<file path="src/verilog/lpmc_pkg.sv">
// Constants and types for the low-power mode controller
// Function
// - Wait-for-interrupt instruction enters sleep immediately, no condition checked.
// - Wait-for-event sleeps if event flag is 0, else clears flag and continues.
// - Send-event signals all processors and sets the local event flag.
// - Deep-sleep select bit: 0 light sleep, 1 deep sleep.
// - Sleep-after-handler at 1 re-enters sleep on handler return to thread level.
// - Event-on-pending at 0: only enabled interrupts or events wake the processor.
// - Event-on-pending at 1: any newly pending interrupt is an event waking wait-for-event.
// - Event arriving while not waiting is recorded so next wait-for-event does not sleep.
// - Wait-for-event sleep also ends on system send-event or external event input.
// - Light sleep stops core clock; deep sleep also stops system clock, PLL, flash.
// - Full regulator in run, wait, stop; low-power regulator and frequency cap otherwise.
// - Wait mode gates core clock, keeps system clock, keeps enabled bus clocks.
// - Stop modes gate core first, other masters and buses after all stop acknowledges; here buses stop with the core if the bus clock bit is clear.
// - Very-low-power run caps clock frequencies and uses the low-power regulator.
// - Very-low-power wait gates core, keeps system, bus, flash clocks at capped rate; here the bus clock stops with the core if the bus clock bit is clear.
// - Low-leakage level three powers logic down, keeps RAM, holds I/O states.
// - Low-leakage level one also powers down system RAM.
// - Level zero disables 1 kHz oscillator; power-on reset kept only if option set.
// - Low-leakage levels wake only from wakeup unit or reset pin, not interrupts.
// - After leakage wakeup pads stay latched, flagged; writing 1 releases them.
// - Leakage wakeup returns to run with wakeup interrupt pending and source flags kept.
`default_nettype none
package lpmc_pkg;
	// Register byte addresses
	localparam logic [7:0] ADDR_SLEEP_CTRL = 8'h00;
	localparam logic [7:0] ADDR_MODE_CTRL = 8'h04;
	localparam logic [7:0] ADDR_STATUS = 8'h08;
	localparam logic [7:0] ADDR_WAKE_FLAGS = 8'h0C;
	// Sleep control fields
	localparam int SC_SAH = 1;
	localparam int SC_DEEP = 2;
	localparam int SC_EOP = 4;
	// Mode control fields
	localparam int MC_RUN_LP = 0;
	localparam int MC_STOP_LO = 1;
	localparam int MC_LVL_LO = 4;
	localparam int MC_POR = 8;
	localparam int MC_BUS_CLK = 12;
	// Status fields
	localparam int STA_FSM_LO = 0;
	localparam int STA_EVT = 4;
	localparam int STA_SLEEPING = 5;
	// Wake flag fields, write 1 to clear
	localparam int WK_UNIT = 0;
	localparam int WK_RSTPIN = 1;
	localparam int WK_ISO = 2;
	localparam int WK_IRQ = 3;
	// Low-leakage level codes
	localparam logic [1:0] LVL_ZERO = 2'h0;
	localparam logic [1:0] LVL_ONE = 2'h1;
	localparam logic [1:0] LVL_RESET = 2'h3;

	typedef enum logic [1:0] {
		STOP_NORMAL,
		STOP_VLP,
		STOP_LEAK
	} lpmc_stop_t;

	typedef enum logic [2:0] {
		FSM_RUN,
		FSM_SLEEP,
		FSM_STOP_ACK,
		FSM_STOP,
		FSM_LEAK,
		FSM_RESTART
	} lpmc_fsm_t;

	typedef struct packed {
		logic core;
		logic sys;
		logic bus;
		logic master;
		logic flash;
		logic pll;
	} lpmc_clk_t;

	typedef struct packed {
		logic reg_lowpower;
		logic freq_limit;
		logic logic_on;
		logic ram_on;
		logic io_hold;
		logic osc_1k_on;
		logic por_on;
	} lpmc_pwr_t;
endpackage
`default_nettype wire
</file>
<file path="src/verilog/lpmc_ctrl.sv">
// Low-power mode controller: sleep entry, mode clocking, power and wakeup
//
// Chosen here: the APB register port and the register offsets.
`default_nettype none
module lpmc_ctrl (
	// Clock, reset, enable
	input wire logic clk_sys,
	input wire logic rst_n,
	input wire logic ce,
	// APB slave
	input wire logic psel,
	input wire logic penable,
	input wire logic pwrite,
	input wire logic [7:0] paddr,
	input wire logic [31:0] pwdata,
	output logic [31:0] prdata,
	output logic pready,
	output logic pslverr,
	// Core instruction and interrupt status
	input wire logic wait_for_irq_instr,
	input wire logic wait_for_event_instr,
	input wire logic send_event_instr,
	input wire logic handler_return,
	input wire logic irq_pend_enabled,
	input wire logic irq_new_pend,
	// System side
	input wire logic ext_event_pin,
	output logic event_out,
	input wire logic stop_ack_all,
	input wire logic wake_unit_pin,
	input wire logic reset_pin_n,
	// Clock and power control
	output logic core_sleeping,
	output lpmc_pkg::lpmc_clk_t clk_en,
	output lpmc_pkg::lpmc_pwr_t pwr,
	output logic restart_req,
	output logic wake_unit_irq
);
	typedef struct packed {
		lpmc_pkg::lpmc_fsm_t fsm;
		logic sah;
		logic deep;
		logic eop;
		logic run_lp;
		lpmc_pkg::lpmc_stop_t stop_kind;
		logic [1:0] lvl;
		logic por_opt;
		logic bus_on;
		logic evt_flag;
		logic wfe_wait;
		logic iso;
		logic irq_pend;
		logic wk_unit;
		logic wk_rst;
		logic ev_out;
		logic ext_s1;
		logic ext_s2;
		logic wku_s1;
		logic wku_s2;
		logic rpin_s1;
		logic rpin_s2;
		logic [31:0] rdata;
	} state_t;

	state_t s_q;
	state_t s_d;

	function automatic logic addr_hit(input logic [7:0] a);
		addr_hit = (a == lpmc_pkg::ADDR_SLEEP_CTRL) || (a == lpmc_pkg::ADDR_MODE_CTRL) ||
			(a == lpmc_pkg::ADDR_STATUS) || (a == lpmc_pkg::ADDR_WAKE_FLAGS);
	endfunction

	function automatic logic in_state(input lpmc_pkg::lpmc_fsm_t f, input lpmc_pkg::lpmc_fsm_t t);
		in_state = (f == t);
	endfunction

	logic wr_en;
	logic sleep_go;
	logic event_in;
	logic asleep;
	logic wake;
	logic leak_wake;
	logic [31:0] rd_mux;

	always_comb begin
		s_d = s_q;
		rd_mux = '0;
		wr_en = psel && penable && pwrite;
		asleep = !in_state(s_q.fsm, lpmc_pkg::FSM_RUN) && !in_state(s_q.fsm, lpmc_pkg::FSM_RESTART);
		// Synchronisers: only the second stage is read by logic
		s_d.ext_s1 = ext_event_pin;
		s_d.ext_s2 = s_q.ext_s1;
		s_d.wku_s1 = wake_unit_pin;
		s_d.wku_s2 = s_q.wku_s1;
		s_d.rpin_s1 = reset_pin_n;
		s_d.rpin_s2 = s_q.rpin_s1;
		// External events, and pending interrupts when enabled to count as events
		event_in = s_q.ext_s2 || (s_q.eop && irq_new_pend);
		// Only enabled interrupts, or events for a wait-for-event sleep, end a sleep other than a leakage one
		wake = irq_pend_enabled || (s_q.wfe_wait && event_in);
		leak_wake = s_q.wku_s2 || !s_q.rpin_s2;
		sleep_go = wait_for_irq_instr ||
			(wait_for_event_instr && !s_q.evt_flag) ||
			(handler_return && s_q.sah);
		s_d.ev_out = send_event_instr;

		// Register reads are captured in the setup phase
		case (paddr)
			lpmc_pkg::ADDR_SLEEP_CTRL: begin
				rd_mux[lpmc_pkg::SC_SAH] = s_q.sah;
				rd_mux[lpmc_pkg::SC_DEEP] = s_q.deep;
				rd_mux[lpmc_pkg::SC_EOP] = s_q.eop;
			end
			lpmc_pkg::ADDR_MODE_CTRL: begin
				rd_mux[lpmc_pkg::MC_RUN_LP] = s_q.run_lp;
				rd_mux[lpmc_pkg::MC_STOP_LO +: 2] = s_q.stop_kind;
				rd_mux[lpmc_pkg::MC_LVL_LO +: 2] = s_q.lvl;
				rd_mux[lpmc_pkg::MC_POR] = s_q.por_opt;
				rd_mux[lpmc_pkg::MC_BUS_CLK] = s_q.bus_on;
			end
			lpmc_pkg::ADDR_STATUS: begin
				rd_mux[lpmc_pkg::STA_FSM_LO +: 3] = s_q.fsm;
				rd_mux[lpmc_pkg::STA_EVT] = s_q.evt_flag;
				rd_mux[lpmc_pkg::STA_SLEEPING] = asleep;
			end
			lpmc_pkg::ADDR_WAKE_FLAGS: begin
				rd_mux[lpmc_pkg::WK_UNIT] = s_q.wk_unit;
				rd_mux[lpmc_pkg::WK_RSTPIN] = s_q.wk_rst;
				rd_mux[lpmc_pkg::WK_ISO] = s_q.iso;
				rd_mux[lpmc_pkg::WK_IRQ] = s_q.irq_pend;
			end
			default: begin
				rd_mux = '0;
			end
		endcase
		if (psel && !penable && !pwrite) begin
			s_d.rdata = rd_mux;
		end

		// Register writes; status is read-only
		if (wr_en) begin
			case (paddr)
				lpmc_pkg::ADDR_SLEEP_CTRL: begin
					s_d.sah = pwdata[lpmc_pkg::SC_SAH];
					s_d.deep = pwdata[lpmc_pkg::SC_DEEP];
					s_d.eop = pwdata[lpmc_pkg::SC_EOP];
				end
				lpmc_pkg::ADDR_MODE_CTRL: begin
					s_d.run_lp = pwdata[lpmc_pkg::MC_RUN_LP];
					s_d.stop_kind = lpmc_pkg::lpmc_stop_t'(pwdata[lpmc_pkg::MC_STOP_LO +: 2]);
					s_d.lvl = pwdata[lpmc_pkg::MC_LVL_LO +: 2];
					s_d.por_opt = pwdata[lpmc_pkg::MC_POR];
					s_d.bus_on = pwdata[lpmc_pkg::MC_BUS_CLK];
				end
				lpmc_pkg::ADDR_WAKE_FLAGS: begin
					// Clearing a flag that is already clear has no effect
					if (pwdata[lpmc_pkg::WK_UNIT]) begin
						s_d.wk_unit = 1'b0;
					end
					if (pwdata[lpmc_pkg::WK_RSTPIN]) begin
						s_d.wk_rst = 1'b0;
					end
					if (pwdata[lpmc_pkg::WK_ISO] && s_q.iso) begin
						s_d.iso = 1'b0;
					end
					if (pwdata[lpmc_pkg::WK_IRQ]) begin
						s_d.irq_pend = 1'b0;
					end
				end
				default: begin
				end
			endcase
		end

		// Event flag: a set in the same cycle as the consuming wait wins
		if (wait_for_event_instr && s_q.evt_flag && !asleep) begin
			s_d.evt_flag = 1'b0;
		end
		if (send_event_instr || (event_in && !(asleep && s_q.wfe_wait))) begin
			s_d.evt_flag = 1'b1;
		end

		case (s_q.fsm)
			lpmc_pkg::FSM_RUN: begin
				if (sleep_go) begin
					// Deep sleep comes from the sleep control register set beforehand
					s_d.fsm = s_q.deep ? lpmc_pkg::FSM_STOP_ACK : lpmc_pkg::FSM_SLEEP;
					s_d.wfe_wait = wait_for_event_instr && !wait_for_irq_instr;
				end
			end
			lpmc_pkg::FSM_SLEEP: begin
				if (wake) begin
					s_d.fsm = lpmc_pkg::FSM_RUN;
					s_d.wfe_wait = 1'b0;
				end
			end
			lpmc_pkg::FSM_STOP_ACK: begin
				// Interrupts are not honoured once a leakage entry has begun
				if (wake && s_q.stop_kind != lpmc_pkg::STOP_LEAK) begin
					s_d.fsm = lpmc_pkg::FSM_RUN;
					s_d.wfe_wait = 1'b0;
				end else if (stop_ack_all) begin
					s_d.fsm = (s_q.stop_kind == lpmc_pkg::STOP_LEAK) ?
						lpmc_pkg::FSM_LEAK : lpmc_pkg::FSM_STOP;
				end
			end
			lpmc_pkg::FSM_STOP: begin
				if (wake) begin
					s_d.fsm = lpmc_pkg::FSM_RUN;
					s_d.wfe_wait = 1'b0;
				end
			end
			lpmc_pkg::FSM_LEAK: begin
				if (leak_wake) begin
					s_d.fsm = lpmc_pkg::FSM_RESTART;
					s_d.wfe_wait = 1'b0;
					s_d.iso = 1'b1;
					s_d.irq_pend = 1'b1;
					if (s_q.wku_s2) begin
						s_d.wk_unit = 1'b1;
					end
					if (!s_q.rpin_s2) begin
						s_d.wk_rst = 1'b1;
					end
				end
			end
			lpmc_pkg::FSM_RESTART: begin
				// Logic state was lost: control returns to reset values
				s_d.fsm = lpmc_pkg::FSM_RUN;
				s_d.sah = 1'b0;
				s_d.deep = 1'b0;
				s_d.eop = 1'b0;
				s_d.run_lp = 1'b0;
				s_d.stop_kind = lpmc_pkg::STOP_NORMAL;
				s_d.lvl = lpmc_pkg::LVL_RESET;
				s_d.por_opt = 1'b0;
				s_d.bus_on = 1'b0;
				s_d.evt_flag = 1'b0;
			end
			default: begin
				s_d.fsm = lpmc_pkg::FSM_RUN;
			end
		endcase
	end

	always_ff @(posedge clk_sys) begin
		if (!rst_n) begin
			s_q <= '0;
			s_q.fsm <= lpmc_pkg::FSM_RUN;
			s_q.stop_kind <= lpmc_pkg::STOP_NORMAL;
			s_q.lvl <= lpmc_pkg::LVL_RESET;
			s_q.rpin_s1 <= 1'b1;
			s_q.rpin_s2 <= 1'b1;
		end else if (ce) begin
			s_q <= s_d;
		end
	end

	// Output decode
	logic st_run;
	logic st_sleep;
	logic st_ack;
	logic st_stop;
	logic st_leak;
	logic st_rst;
	logic awake_clk;

	assign st_run = in_state(s_q.fsm, lpmc_pkg::FSM_RUN);
	assign st_sleep = in_state(s_q.fsm, lpmc_pkg::FSM_SLEEP);
	assign st_ack = in_state(s_q.fsm, lpmc_pkg::FSM_STOP_ACK);
	assign st_stop = in_state(s_q.fsm, lpmc_pkg::FSM_STOP);
	assign st_leak = in_state(s_q.fsm, lpmc_pkg::FSM_LEAK);
	assign st_rst = in_state(s_q.fsm, lpmc_pkg::FSM_RESTART);
	// Other masters keep their clocks until every stop acknowledge is in
	assign awake_clk = st_run || st_rst || st_sleep || st_ack;

	assign pready = 1'b1;
	assign pslverr = psel && penable && !addr_hit(paddr);
	assign prdata = s_q.rdata;
	assign event_out = s_q.ev_out;
	assign restart_req = st_rst;
	assign wake_unit_irq = s_q.irq_pend;
	assign core_sleeping = !(st_run || st_rst);

	assign clk_en.core = st_run || st_rst;
	assign clk_en.sys = awake_clk;
	assign clk_en.master = awake_clk;
	assign clk_en.bus = st_run || st_rst || ((st_sleep || st_ack) && s_q.bus_on);
	assign clk_en.flash = awake_clk;
	assign clk_en.pll = awake_clk;

	// Low-power regulator caps frequency wherever it is selected
	assign pwr.reg_lowpower = st_leak ||
		// Stop kind code 3 behaves as a normal stop and keeps the full regulator
		((st_stop || st_ack) && (s_q.stop_kind == lpmc_pkg::STOP_VLP || s_q.stop_kind == lpmc_pkg::STOP_LEAK)) ||
		((st_run || st_sleep) && s_q.run_lp);
	assign pwr.freq_limit = pwr.reg_lowpower;
	assign pwr.logic_on = !st_leak;
	assign pwr.ram_on = !(st_leak && s_q.lvl <= lpmc_pkg::LVL_ONE);
	// Pads stay held after wakeup until software releases them
	assign pwr.io_hold = st_leak || s_q.iso;
	assign pwr.osc_1k_on = !(st_leak && s_q.lvl == lpmc_pkg::LVL_ZERO);
	assign pwr.por_on = !(st_leak && s_q.lvl == lpmc_pkg::LVL_ZERO) || s_q.por_opt;
endmodule
`default_nettype wire

</file>
<file path="config.mk">
export PLATFORM = sky130hd
export DESIGN_NAME = lpmc_ctrl
export DESIGN_NICKNAME = d
export VERILOG_FILES = /design/src/verilog/lpmc_pkg.sv /design/src/verilog/lpmc_ctrl.sv
export SDC_FILE = /design/constraint.sdc
export NUM_CORES = 1
export LEC_CHECK = 0
export ABC_AREA = 1
export ABC_CLOCK_PERIOD_IN_PS = 1900
export BUFFER_PORTS_ARGS = -buffer_cell sky130_fd_sc_hd__buf_2
export CORE_MARGIN = 2
export CORE_UTILIZATION = 37
export CTS_BUF_LIST = sky130_fd_sc_hd__clkbuf_16
export CTS_CLUSTER_SIZE = 14
export DETAILED_ROUTE_END_ITERATION = 10
export GPL_TIMING_DRIVEN = 0
export PLACE_DENSITY = 0.73
export REMOVE_ABC_BUFFERS = 1
export SYNTH_ARGS = -nofsm -noshare
export SYNTH_HDL_FRONTEND = slang
export SYNTH_SLANG_ARGS = --single-unit
</file>
<file path="constraint.sdc">
create_clock -name clk_sys -period 1.9 [get_ports clk_sys]
set_clock_uncertainty 0.2 [all_clocks]
set_input_delay 0.19 -clock clk_sys [delete_from_list [all_inputs] [get_ports clk_sys]]
set_output_delay 0.19 -clock clk_sys [all_outputs]
set_load 0.03 [all_outputs]
</file>
* Word-level counts from Yosys, hierarchy flattened
Cells that the tools add are included.
Storage, ports and cells: flip-flop bits (word level) 34, input port bits 56, output and inout bits 51, word-level logic and storage cells 147
Cells by class: $lt $le $gt $ge 1, eq/ne operators 16, muxes and demuxes 35, reductions and logical operators 72
Operators with widths (number):
- $logic_and 1x1->1 | 22
- $logic_or 1x1->1 | 21
- $mux 3 | 7
- $eq 8x4->1 const B | 2
- $logic_not 1->1 | 14
- $mux 1 | 14
- $mux 4 | 3
- $pmux 3 s4 | 1
- $mux 11 | 1
- $mux 10 | 1
- $eq 8x3->1 const B | 1
- $logic_not 8->1 | 1
- $pmux 2 s4 | 1
- $mux 7 | 1
- $eq 3x2->1 const B | 2
- $eq 3x3->1 const B | 2
- $ne 2x2->1 const B | 3
- $pmux 1 s3 | 2
- $reduce_and 3->1 | 2
- $reduce_and 6->1 | 1
- $reduce_bool 2->1 | 3
- $mux 5 | 1
- $reduce_and 5->1 | 1
- $ne 2x1->1 const B | 2
- other kinds (14) | 15

* Logic depth before layout (Yosys ltp)
Gate-level depths: netlist of run 1.
depth in word-level cells 9, depth in mapped cells 10, gate-level depth less buffers 10

* Worst setup path after synthesis of run 1
OpenSTA, ideal clock, no wires.
path type input -> output, from input port paddr[7], to output port pslverr, arrival 1.574 ns, data required time 1.510 ns, setup slack -0.064 ns, cell stages on the path 7, buffers on the path 1, cell sequence nor2_1 nand2_1 inv_1 buf_4 nand2_1 nand2_1 nor4_1
On the way: word-level cells in the longest chain between the ends 6, elaborated cells between the ends (all ways) 9, classes of those cells 3 x eq/ne; 6 x reduce/logical
RTL lines:
- start: declaration | RTL line lpmc_ctrl.sv:14 | input wire logic [7:0] paddr,
- $eq 8x3->1 or $logic_not 8->1 (tied branches) | RTL line lpmc_ctrl.sv:69 | addr_hit = (a == lpmc_pkg::ADDR_SLEEP_CTRL) || (a == lpmc_pkg::ADDR_MODE_CTRL) ||
- $logic_or 1x1->1 (2 in a row) | RTL line lpmc_ctrl.sv:69
- $logic_or 1x1->1 (*) | RTL line lpmc_ctrl.sv:70 | (a == lpmc_pkg::ADDR_STATUS) || (a == lpmc_pkg::ADDR_WAKE_FLAGS);
- $logic_not 1->1 (*) | RTL line lpmc_ctrl.sv:278 | assign pslverr = psel && penable && !addr_hit(paddr);
- $logic_and 1x1->1 (*) | RTL line lpmc_ctrl.sv:278
- end: declaration | RTL line lpmc_ctrl.sv:18 | output logic pslverr,
Every way passes the cells marked *; elsewhere a longest branch is shown, timed or not.

==> results.ini, run 1 <==
[run]
cap_viol_max_count=0

[critical_path]
start_kind=flop
endpoint_kind=output port
setup.worst_path.class=reg -> out
critical_path_arrival_ns=1.45
r2r_slack_ns=0.27
cp_max_fo=7
worstPathCellList=nor2_4, nand2_4, inv_2, nand3_1, or2_2, buf_4
slowest_delay_ns=0.38
critical_path.slowest_cell=dfxtp_4
cp.required_ns=1.51

[floorplanning]
pin_count=107
core_mm2=0.005851
die_x_um=81.32
die_h_um=81.32
start_util_pct=37.81
die-area_mm2=0.006613
rows=28

[sta]
timing.slew.headroom_pct=62.10
max_freq_ghz=0.5438
min_period_over_period_pct=96.78
slew_viol_final=0
whs_ns=-0.003804
tightestPinTransition_ns=0.5679
setup_viol=0
rsz0062_at_grt=false
fin_ws_ns=0.06114
hold_viol=1
finalCriticalPeriod_ns=1.839

[yosys]
synth_area_leaders=dfxtp_1, buf_4, nand2_1
seq_area_frac_synth_pct=30.77
yosys_register_bits=34
ys_warn_count=0
synthTopCellsByCount=nand2_1, buf_4, nor2_1
yosys_most_used_dff=dfxtp_1
syn_area_mm2=0.002212
syn_inst=317
synth.largest_area_cell=dfxtp_1
synth-async-reset-ratio_pct=0
yosysMostFrequentCell=nand2_1
synth_top_area_share_pct=30.77
synth.avg_cell_area_um2=6.978
synth_edf_count=0
synth.distinct_cells=37

[clocking]
cts_tree=built
cts_root_buffer=clkbuf_16
cts-buffers-inserted=5
cts_sinks=34
htreeDepth=2
clkLatencyLatePin_ns=0.28
cts.clk_slew.worst_paths_ns=0.06
clock_path_buffers=2

[grt]
track_usage_pct=17.15
grt_pass1_wl_um=8714
grt_pass1_vias=1885
antenna_found_initial=0
grt-ovfl-total=0
grt_max_degree=20

[detailed_routing]
initialDrtViolationCount=75
met1Wirelength_um=2377
vias_per_cell=4.729
wl_met3_um=325
totalWireLength_um=5368
final_antenna_net_count=0
vias=2090
wl_met2_um=2596
top_layer=met4
wire_per_inst_um=12.14
first_pass_iters=4
route.detailed.drc=0

[layout]
areaGrowthSynthToFinish_pct=17.99
multiInputGateArea_mm2=0.001199
fin_area_mm2=0.002610
seq_area_um2=690.7
fillers=589
antenna_cells=0
finalNetCount=423
drive_gt1_share_pct=27.79

[place]
place_area_mm2=0.002345
gp_congestion=0.8468
dp_slack_ns=0.02228
hpwl_um=4014
io_buffers=57

[pwr]
ir_drop_mv=0.4461
p_leak_nw=1.278
power.density_mw_per_mm2=863.1

[status]
outcome=finished with violations
violations=negative hold slack

[min_path]
hold_class=in -> reg

==> cell type report <==
cell class | count | area share [%]
multi-input combinational | 230 | 45.93
timing repair buffer | 64 | 14.09
sequential | 34 | 26.46
tap | 75 | 3.595
inverter | 31 | 4.650
clock inverter | 3 | 0.4794
clock buffer | 5 | 4.794
==> sequential cells by signal (all words and copies together) (netlist names) <==
signal and flops:
s_d 3, prdata 8, s_q 21, event_out 1, wake_unit_irq 1
==> metal layers <==
metal,GRT usage (%),vias to the layer above
li1,-,1065
met1,20.69,949
met2,30.41,69
met3,3.333,7
met4,5.424,0
met5,0,-
==> stage by stage <==
| step | TNS, ns | utilization [%] | cells | power [mW] |
|---|---|---|---|---|
| after floorplan | -8.299 | - | 295 | 1.257 |
| after global placement | 0 | 40.08 | 427 | 1.427 |
| after detailed placement | 0 | 40.08 | 427 | 1.436 |
| after CTS | 0 | 43.86 | 441 | 2.232 |
| after global routing | 0 | 44.61 | 442 | 2.360 |
| final | 0 | 44.61 | 442 | 2.253 |
==> cell usage in the layout, fill, tap and decap left out, types with 2 or more instances in the layout <==
cell	Yosys	routed
a211oi_2	3	3
o21ai_1	3	4
or2_2	2	2
a22oi_2	3	3
clkbuf_16	0	5
nor2_4	3	4
dfxtp_1	34	30
dfxtp_4	0	2
a21oi_1	21	20
nand3_1	26	26
o21ai_0	16	14
nand2_4	3	3
nand3_4	2	2
nand2_1	64	62
buf_4	39	2
inv_1	27	26
inv_4	2	2
inv_2	2	4
nand4_1	3	3
conb_1	2	25
buf_2	2	54
dlygate4sd3_1	0	6
buf_6	2	2
o211ai_1	3	3
dfxtp_2	0	2
nor2_1	37	37
nand2_2	1	3
nor2_2	3	2
==> cell families after synthesis <==
family                   after synthesis  synth area share (%)
AO/OA/AOI/OAI                         54                 15.10
adder cells (fa/ha/maj)                1                0.5655
buffers and inverters                 76                 20.53
flip-flops                            34                 30.77
other                                  2                0.3395
AND/OR/NAND/NOR                      150                 32.69
==> report_power, final <==
| group | switching (mW) | internal, mW | total, mW |
|---|---|---|---|
| sequential | 0.0532 | 0.755 | 0.808 |
| clock | 0.305 | 0.474 | 0.779 |
| combinational | 0.464 | 0.202 | 0.666 |
==> path summary, 6_finish.rpt <==
kind	cells after the start	startpoint	endpoint
worst max-delay path	6	s_q[55]$_SDFFE_PN0P_	pwr[0]
worst min-delay path	3	pwdata[4]	s_q[52]$_SDFFE_PN0P_
worst max register to register	8	s_q[56]$_SDFFE_PN0P_	s_q[51]$_SDFFE_PN0P_
worst min register to register	2	s_q[36]$_SDFFE_PN0P_	s_q[36]$_SDFFE_PN0P_
==> worst max-delay path, delay by kind of cell (launching register included) <==
family	cells	cell delay, ns
simple gates	4	0.56
buf+inv	2	0.23
flops	1	0.38
==> what timing repair did <==
action	in CTS	in global routing
pin swaps	1	2
hold buffers	6	0
resized for setup	11	11
setup buffers	0	1
endpoints found under the setup margin	12	6
endpoints found under the hold margin	6	0
Power figures use the tool's default switching activity.
==> inputs of run 2 (changes only) <==
--- a/config.mk
+++ b/config.mk
@@ -8,6 +8,7 @@
 export ABC_AREA = 1
 export ABC_CLOCK_PERIOD_IN_PS = 1900
 export BUFFER_PORTS_ARGS = -buffer_cell sky130_fd_sc_hd__buf_2
+export CAP_MARGIN = 10
 export CORE_MARGIN = 2
 export CORE_UTILIZATION = 37
 export CTS_BUF_LIST = sky130_fd_sc_hd__clkbuf_16
@@ -15,7 +16,9 @@
 export DETAILED_ROUTE_END_ITERATION = 10
 export GPL_TIMING_DRIVEN = 0
 export PLACE_DENSITY = 0.73
+export RECOVER_POWER = 25
 export REMOVE_ABC_BUFFERS = 1
+export SETUP_SLACK_MARGIN = 0.2
 export SYNTH_ARGS = -nofsm -noshare
 export SYNTH_HDL_FRONTEND = slang
 export SYNTH_SLANG_ARGS = --single-unit
==> run 2 against run 1 <==
Net effect:
- utilization increased by 1.6 points
- sequential power is 0.9% lower
- the run now ends clean
- non-clock buffer count grew 9
- critical path type unchanged
- via count rose by 1.1%
- highest routed layer unchanged
- fmax increased by 5.6%
- critical endpoint unchanged
- clock-buffer cell count stayed put
- clock power hardly changed
- largest power group unchanged
==> results.ini, run 2 (same netlist as run 1, synthesis figures left out) <==
[status]
outcome=finished clean

[pwr]
clockPowerShare_pct=33.9
power.density_mw_per_mm2=854.5
seqPwrFrac_pct=34.7
p_sw_share_pct=36.34
power.internal_mw=1.470
p_leak_nw=1.290
power_mw=2.308
ir_drop_mv=0.4490
p_switching_mw=0.8388
p_comb_share_pct=31.4

[critical_path]
slowest_delay_ns=0.36
critical_path_arrival_ns=1.35
cp_num_buf_inv=2
endpoint_kind=output port
cp_max_fo=5
worstPathCellList=nor2_4, nand2_4, inv_2, nand3_2, or2_4, buf_6
setup.worst_path.class=reg -> out
crit_family=simple AND/OR/NAND/NOR gates
critical_path.slowest_cell=dfxtp_4
start_kind=flop
cp.required_ns=1.51

[floorplanning]
rows=28
core_mm2=0.005851
die_h_um=81.32
pin_count=107
start_util_pct=37.81
die-area_mm2=0.006613
die_x_um=81.32

[layout]
multiInputGateArea_mm2=0.001214
regMostFlops=s_q
layout_common_cells=nand2_1, buf_2, nor2_1, dfxtp_1
final_util_pct=46.17
antenna_cells=0
seq_area_um2=694.4
stdcell_count=451
drive_gt1_share_pct=28.19
finalNetCount=432
fillers=579
areaGrowthSynthToFinish_pct=22.12
layout_commonest_cell=nand2_1
largest_reg_flops=21

[grt]
track_usage_pct=17.31
grt-ovfl-total=0
grt_pass1_vias=1937
antenna_found_initial=0
grt_max_degree=20
grt_pass1_wl_um=8818

[detailed_routing]
first_pass_iters=4
wire_per_inst_um=12.19
totalWireLength_um=5497
initialDrtViolationCount=63
vias_per_cell=4.687
vias=2114
route.detailed.drc=0
final_antenna_net_count=0

[run]
cap_viol_max_count=0

[sta]
finalCriticalPeriod_ns=1.742
min_period_over_period_pct=91.68
rsz0062_at_grt=true
hold_viol=0
timing.slew.headroom_pct=60.79
setup_viol=0
slew_viol_final=0
max_freq_ghz=0.5741
fin_ws_ns=0.1580
tightestPinTransition_ns=0.5875

[clocking]
clkLatencyLatePin_ns=0.28
cts_tree=built
cts-buffers-inserted=5
htreeDepth=2
clock_path_buffers=2
cts_sinks=34
cts.clk_slew.worst_paths_ns=0.06
cts_root_buffer=clkbuf_16

[min_path]
hold_class=in -> reg

[place]
gp_congestion=0.8468
hpwl_um=4014
dp_cells=427
dp_slack_ns=0.02228
io_buffers=57

==> run 2: cell types whose count changed in the layout (fill, tap and decap cells not counted), sizes merged <==
cell / previous run / this run
buf: 58 / 56
clkbuf: 5 / 16
==> run 2: stage by stage <==
| step | hold slack, ns | cell area [µm²] | TNS, ns |
|---|---|---|---|
| floorplan | 0.07411 | 1966 | -8.299 |
| global placement | 0.2062 | 2345 | 0 |
| detailed placement | 0.2150 | 2345 | 0 |
| CTS | 0.005633 | 2651 | 0 |
| global route | 0.02542 | 2701 | 0 |
| finish | 0.004285 | 2701 | 0 |
==> run 2: repair_timing <==
item | in CTS | in global routing
resized for setup | 27 | 10
hold buffers | 6 | 0
hold endpoints to repair | 6 | 0
buffers inserted | 5 | 5
pin swaps | 5 | 2
endpoints found under the setup margin | 25 | 11
==> run 2: path summary, 6_finish.rpt <==
check / slack, ns / start / end / cells past startpoint
worst min-delay path: 0.004 / pwdata[3] / wake_unit_irq$_SDFFE_PN0P_ / 4
worst min register to register: 0.26 / s_q[36]$_SDFFE_PN0P_ / s_q[36]$_SDFFE_PN0P_ / 2
worst max-delay path: 0.16 / s_q[56]$_SDFFE_PN0P_ / pwr[0] / 6
worst max register to register: 0.31 / s_q[55]$_SDFFE_PN0P_ / s_q[44]$_SDFFE_PN0P_ / 9
==> run 2: per-layer routing <==
metal,wire (µm),global-route usage [%]
met4,80,5.932
met5,0,0
met1,2491,20.82
met3,281,3.333
met2,2643,30.57
==> run 2: power groups by stage <==
| stage | Sequential, mW | Clock, mW | Combinational (mW) |
|---|---|---|---|
| after floorplan | 0.813 | 0 | 0.444 |
| after global placement | 0.811 | 0 | 0.615 |
| after detailed placement | 0.812 | 0 | 0.624 |
| after CTS | 0.801 | 0.781 | 0.702 |
| after global routing | 0.806 | 0.815 | 0.794 |
| final | 0.801 | 0.782 | 0.725 |
==> run 2: worst reg2reg max path, delay by kind of cell, from the launching register on <==
family          cells  cell delay (ns)
simple gates        5             0.38
compound gates      2             0.21
buf+inv             2             0.30
flops               1             0.36
==> run 2: layout make-up <==
class                           count  share of cell area, %
Inverter                           31                  4.585
Sequential cell                    34                  25.71
Tap cell                           75                  3.474
Timing Repair Buffer               73                  16.21
Clock inverter                      3                 0.4632
Multi-Input combinational cell    230                  44.93
Clock buffer                        5                  4.632
==> inputs of run 3 (changes only) <==
--- a/config.mk
+++ b/config.mk
@@ -5,17 +5,16 @@
 export SDC_FILE = /design/constraint.sdc
 export NUM_CORES = 1
 export LEC_CHECK = 0
-export ABC_AREA = 1
 export ABC_CLOCK_PERIOD_IN_PS = 1900
 export BUFFER_PORTS_ARGS = -buffer_cell sky130_fd_sc_hd__buf_2
 export CAP_MARGIN = 10
 export CORE_MARGIN = 2
-export CORE_UTILIZATION = 37
+export CORE_UTILIZATION = 40
 export CTS_BUF_LIST = sky130_fd_sc_hd__clkbuf_16
 export CTS_CLUSTER_SIZE = 14
 export DETAILED_ROUTE_END_ITERATION = 10
 export GPL_TIMING_DRIVEN = 0
-export PLACE_DENSITY = 0.73
+export PLACE_DENSITY = 0.78
 export RECOVER_POWER = 25
 export REMOVE_ABC_BUFFERS = 1
 export SETUP_SLACK_MARGIN = 0.2
==> run 3 against run 2 <==
Net effect:
- combinational power shrank 52%
- fmax fell by 5.8%
- non-clock buffer count increased by 10
- area after synthesis down 2.3%
- global-route usage up 1.7 points
- synthesized cell count down 19%
- via count down 3.1%
- final area grew 5.6%
- largest cell class unchanged
==> results.ini, run 3 <==
[layout]
layout_commonest_cell=buf_2
antenna_cells=0
areaGrowthSynthToFinish_pct=31.96
regMostFlops=s_q
fin_area_mm2=0.002851
largest_reg_flops=21
stdcell_count=389
finalNetCount=375
final_util_pct=55.13
drive_gt1_share_pct=33.86
layout_common_cells=buf_2, dfxtp_1, conb_1, nand2_1

[clocking]
cts.clk_slew.worst_paths_ns=0.06
cts-buffers-inserted=5
htreeDepth=2
cts_tree=built
clkLatencyLatePin_ns=0.28
cts_sinks=34
cts_root_buffer=clkbuf_16
clock_path_buffers=2

[yosys]
yosys_register_bits=34
syn_area_mm2=0.002161
synth.distinct_cells=50
synthTopCellsByCount=buf_4, dfxtp_1, nand2_1
yosys_most_used_dff=dfxtp_1
synth.avg_cell_area_um2=8.441
synth-async-reset-ratio_pct=0
synth_edf_count=0
synth_top_area_share_pct=31.50
yosysMostFrequentCell=buf_4
seq_area_frac_synth_pct=31.50
syn_inst=256
synth_area_leaders=dfxtp_1, buf_4, mux2i_1
synth.largest_area_cell=dfxtp_1
ys_warn_count=0

[critical_path]
endpoint_kind=output port
setup.worst_path.start=s_q[55]$_SDFFE_PN0P_
setup.worst_path.class=reg -> out
r2r_end=s_q[43]$_SDFFE_PN0P_
worst_r2r_path_depth=5
cp_max_fo=7
start_kind=flop
critical_path_arrival_ns=1.46
r2r-start=s_q[55]$_SDFFE_PN0P_
endpoint=clk_en[3]
r2r_slack_ns=0.18
cp.required_ns=1.51

[detailed_routing]
vias=2049
initialDrtViolationCount=139
vias_per_cell=5.267
final_antenna_net_count=0
route.detailed.drc=0
totalWireLength_um=5789
wire_per_inst_um=14.88
first_pass_iters=4

[pwr]
power_mw=1.867
p_leak_nw=1.216
power.density_mw_per_mm2=654.9
ir_drop_mv=0.4608

[place]
dp_cells=355
place_area_mm2=0.002285
hpwl_um=3674
dp_slack_ns=-0.2201
gp_congestion=0.8613
io_buffers=57

[min_path]
hold_class=in -> reg

[floorplanning]
rows=26
die_h_um=77.50
die_x_um=77.50
core_mm2=0.005172
pin_count=107
start_util_pct=41.78
die-area_mm2=0.006006

[status]
outcome=finished clean

[sta]
max_freq_ghz=0.5408
rsz0062_at_grt=true
slew_viol_final=0
hold_viol=0
timing.slew.headroom_pct=61.07
tightestPinTransition_ns=0.5840
tns_ns=0
setup_viol=0
min_period_over_period_pct=97.33
finalCriticalPeriod_ns=1.849
whs_ns=0.06022
fin_ws_ns=0.05077

[grt]
track_usage_pct=19.01
grt_max_degree=36
grt-ovfl-total=0
antenna_found_initial=0
grt_pass1_wl_um=9163
grt_pass1_vias=1969

[run]
cap_viol_max_count=0

==> run 3: changes by cell type after synthesis, moves of 11 or more <==
cell,before,now
nand2_1,64,20
nor2_1,37,7
inv_1,27,11
nor2b_1,0,15
a21oi_1,21,8
nand3_1,26,13
mux2i_1,0,11
==> run 3: cell families (layout without fill, tap and decap cells) <==
family | after synthesis | count (layout) | synth area share, %
muxes | 14 | 14 | 7.701
DFF | 34 | 34 | 31.50
xor gates and xnor gates | 1 | 1 | 0.4054
adders and majority gates | 1 | 1 | 0.5789
other | 2 | 25 | 0.3476
buffers and inverters | 62 | 102 | 17.43
AOI/OAI and AO/OA | 57 | 57 | 18.88
and+or+nand+nor | 85 | 85 | 23.16
==> run 3: critical path: stages, from the launching register on <==
cell,delay [ns]
dfxtp_4,0.41
buf_6,0.15
nor2_1,0.05
a21oi_2,0.20
o21a_1,0.21
buf_6,0.14
==> run 3: per-layer routing <==
| metal | vias up | routed length, µm | track usage [%] |
|---|---|---|---|
| met4 | 0 | 241 | 8.750 |
| met5 | - | 0 | 0 |
| met3 | 23 | 331 | 5.465 |
| li1 | 968 | - | - |
| met1 | 955 | 2279 | 21.77 |
| met2 | 103 | 2937 | 32.61 |
==> run 3: worst min-delay path by stage <==
stage	from	to	slack (ns)	cells past startpoint
finish	pwdata[3]	wake_unit_irq$_SDFFE_PN0P_	0.06	3
global route	pwdata[3]	wake_unit_irq$_SDFFE_PN0P_	0.10	3
CTS	pwdata[4]	s_q[47]$_SDFFE_PN1P_	0.0003	3
detailed placement	pwdata[8]	s_q[46]$_SDFFE_PN0P_	0.20	2
global placement	pwdata[8]	s_q[46]$_SDFFE_PN0P_	0.20	2
floorplan	rst_n	s_d[32]$_SDFFE_PN1P_	0.05	1
==> run 3: final cells by class <==
cell class                 count  area [µm²]
tap                           70       87.58
clock inverter                 3       16.27
multi-input combinational    183        1329
timing repair buffer          83       558.0
inverter                      11       41.29
fill                         440        2321
sequential                    34       694.4
clock buffer                   5       125.1
==> run 3: power by group <==
group / internal (mW) / switching (mW) / leakage, nW
combinational: 0.134 / 0.213 / 0.870
clock: 0.478 / 0.300 / 0.0672
sequential: 0.725 / 0.0175 / 0.279
total: 1.34 / 0.530 / 1.22
==> run 3: timing repair <==
action	4_1_cts	5_1_grt
hold buffers	10	1
pin swaps	7	5
setup buffers	12	3
hold endpoints to repair	10	1
gates resized for setup	34	26
setup endpoints to repair	33	28
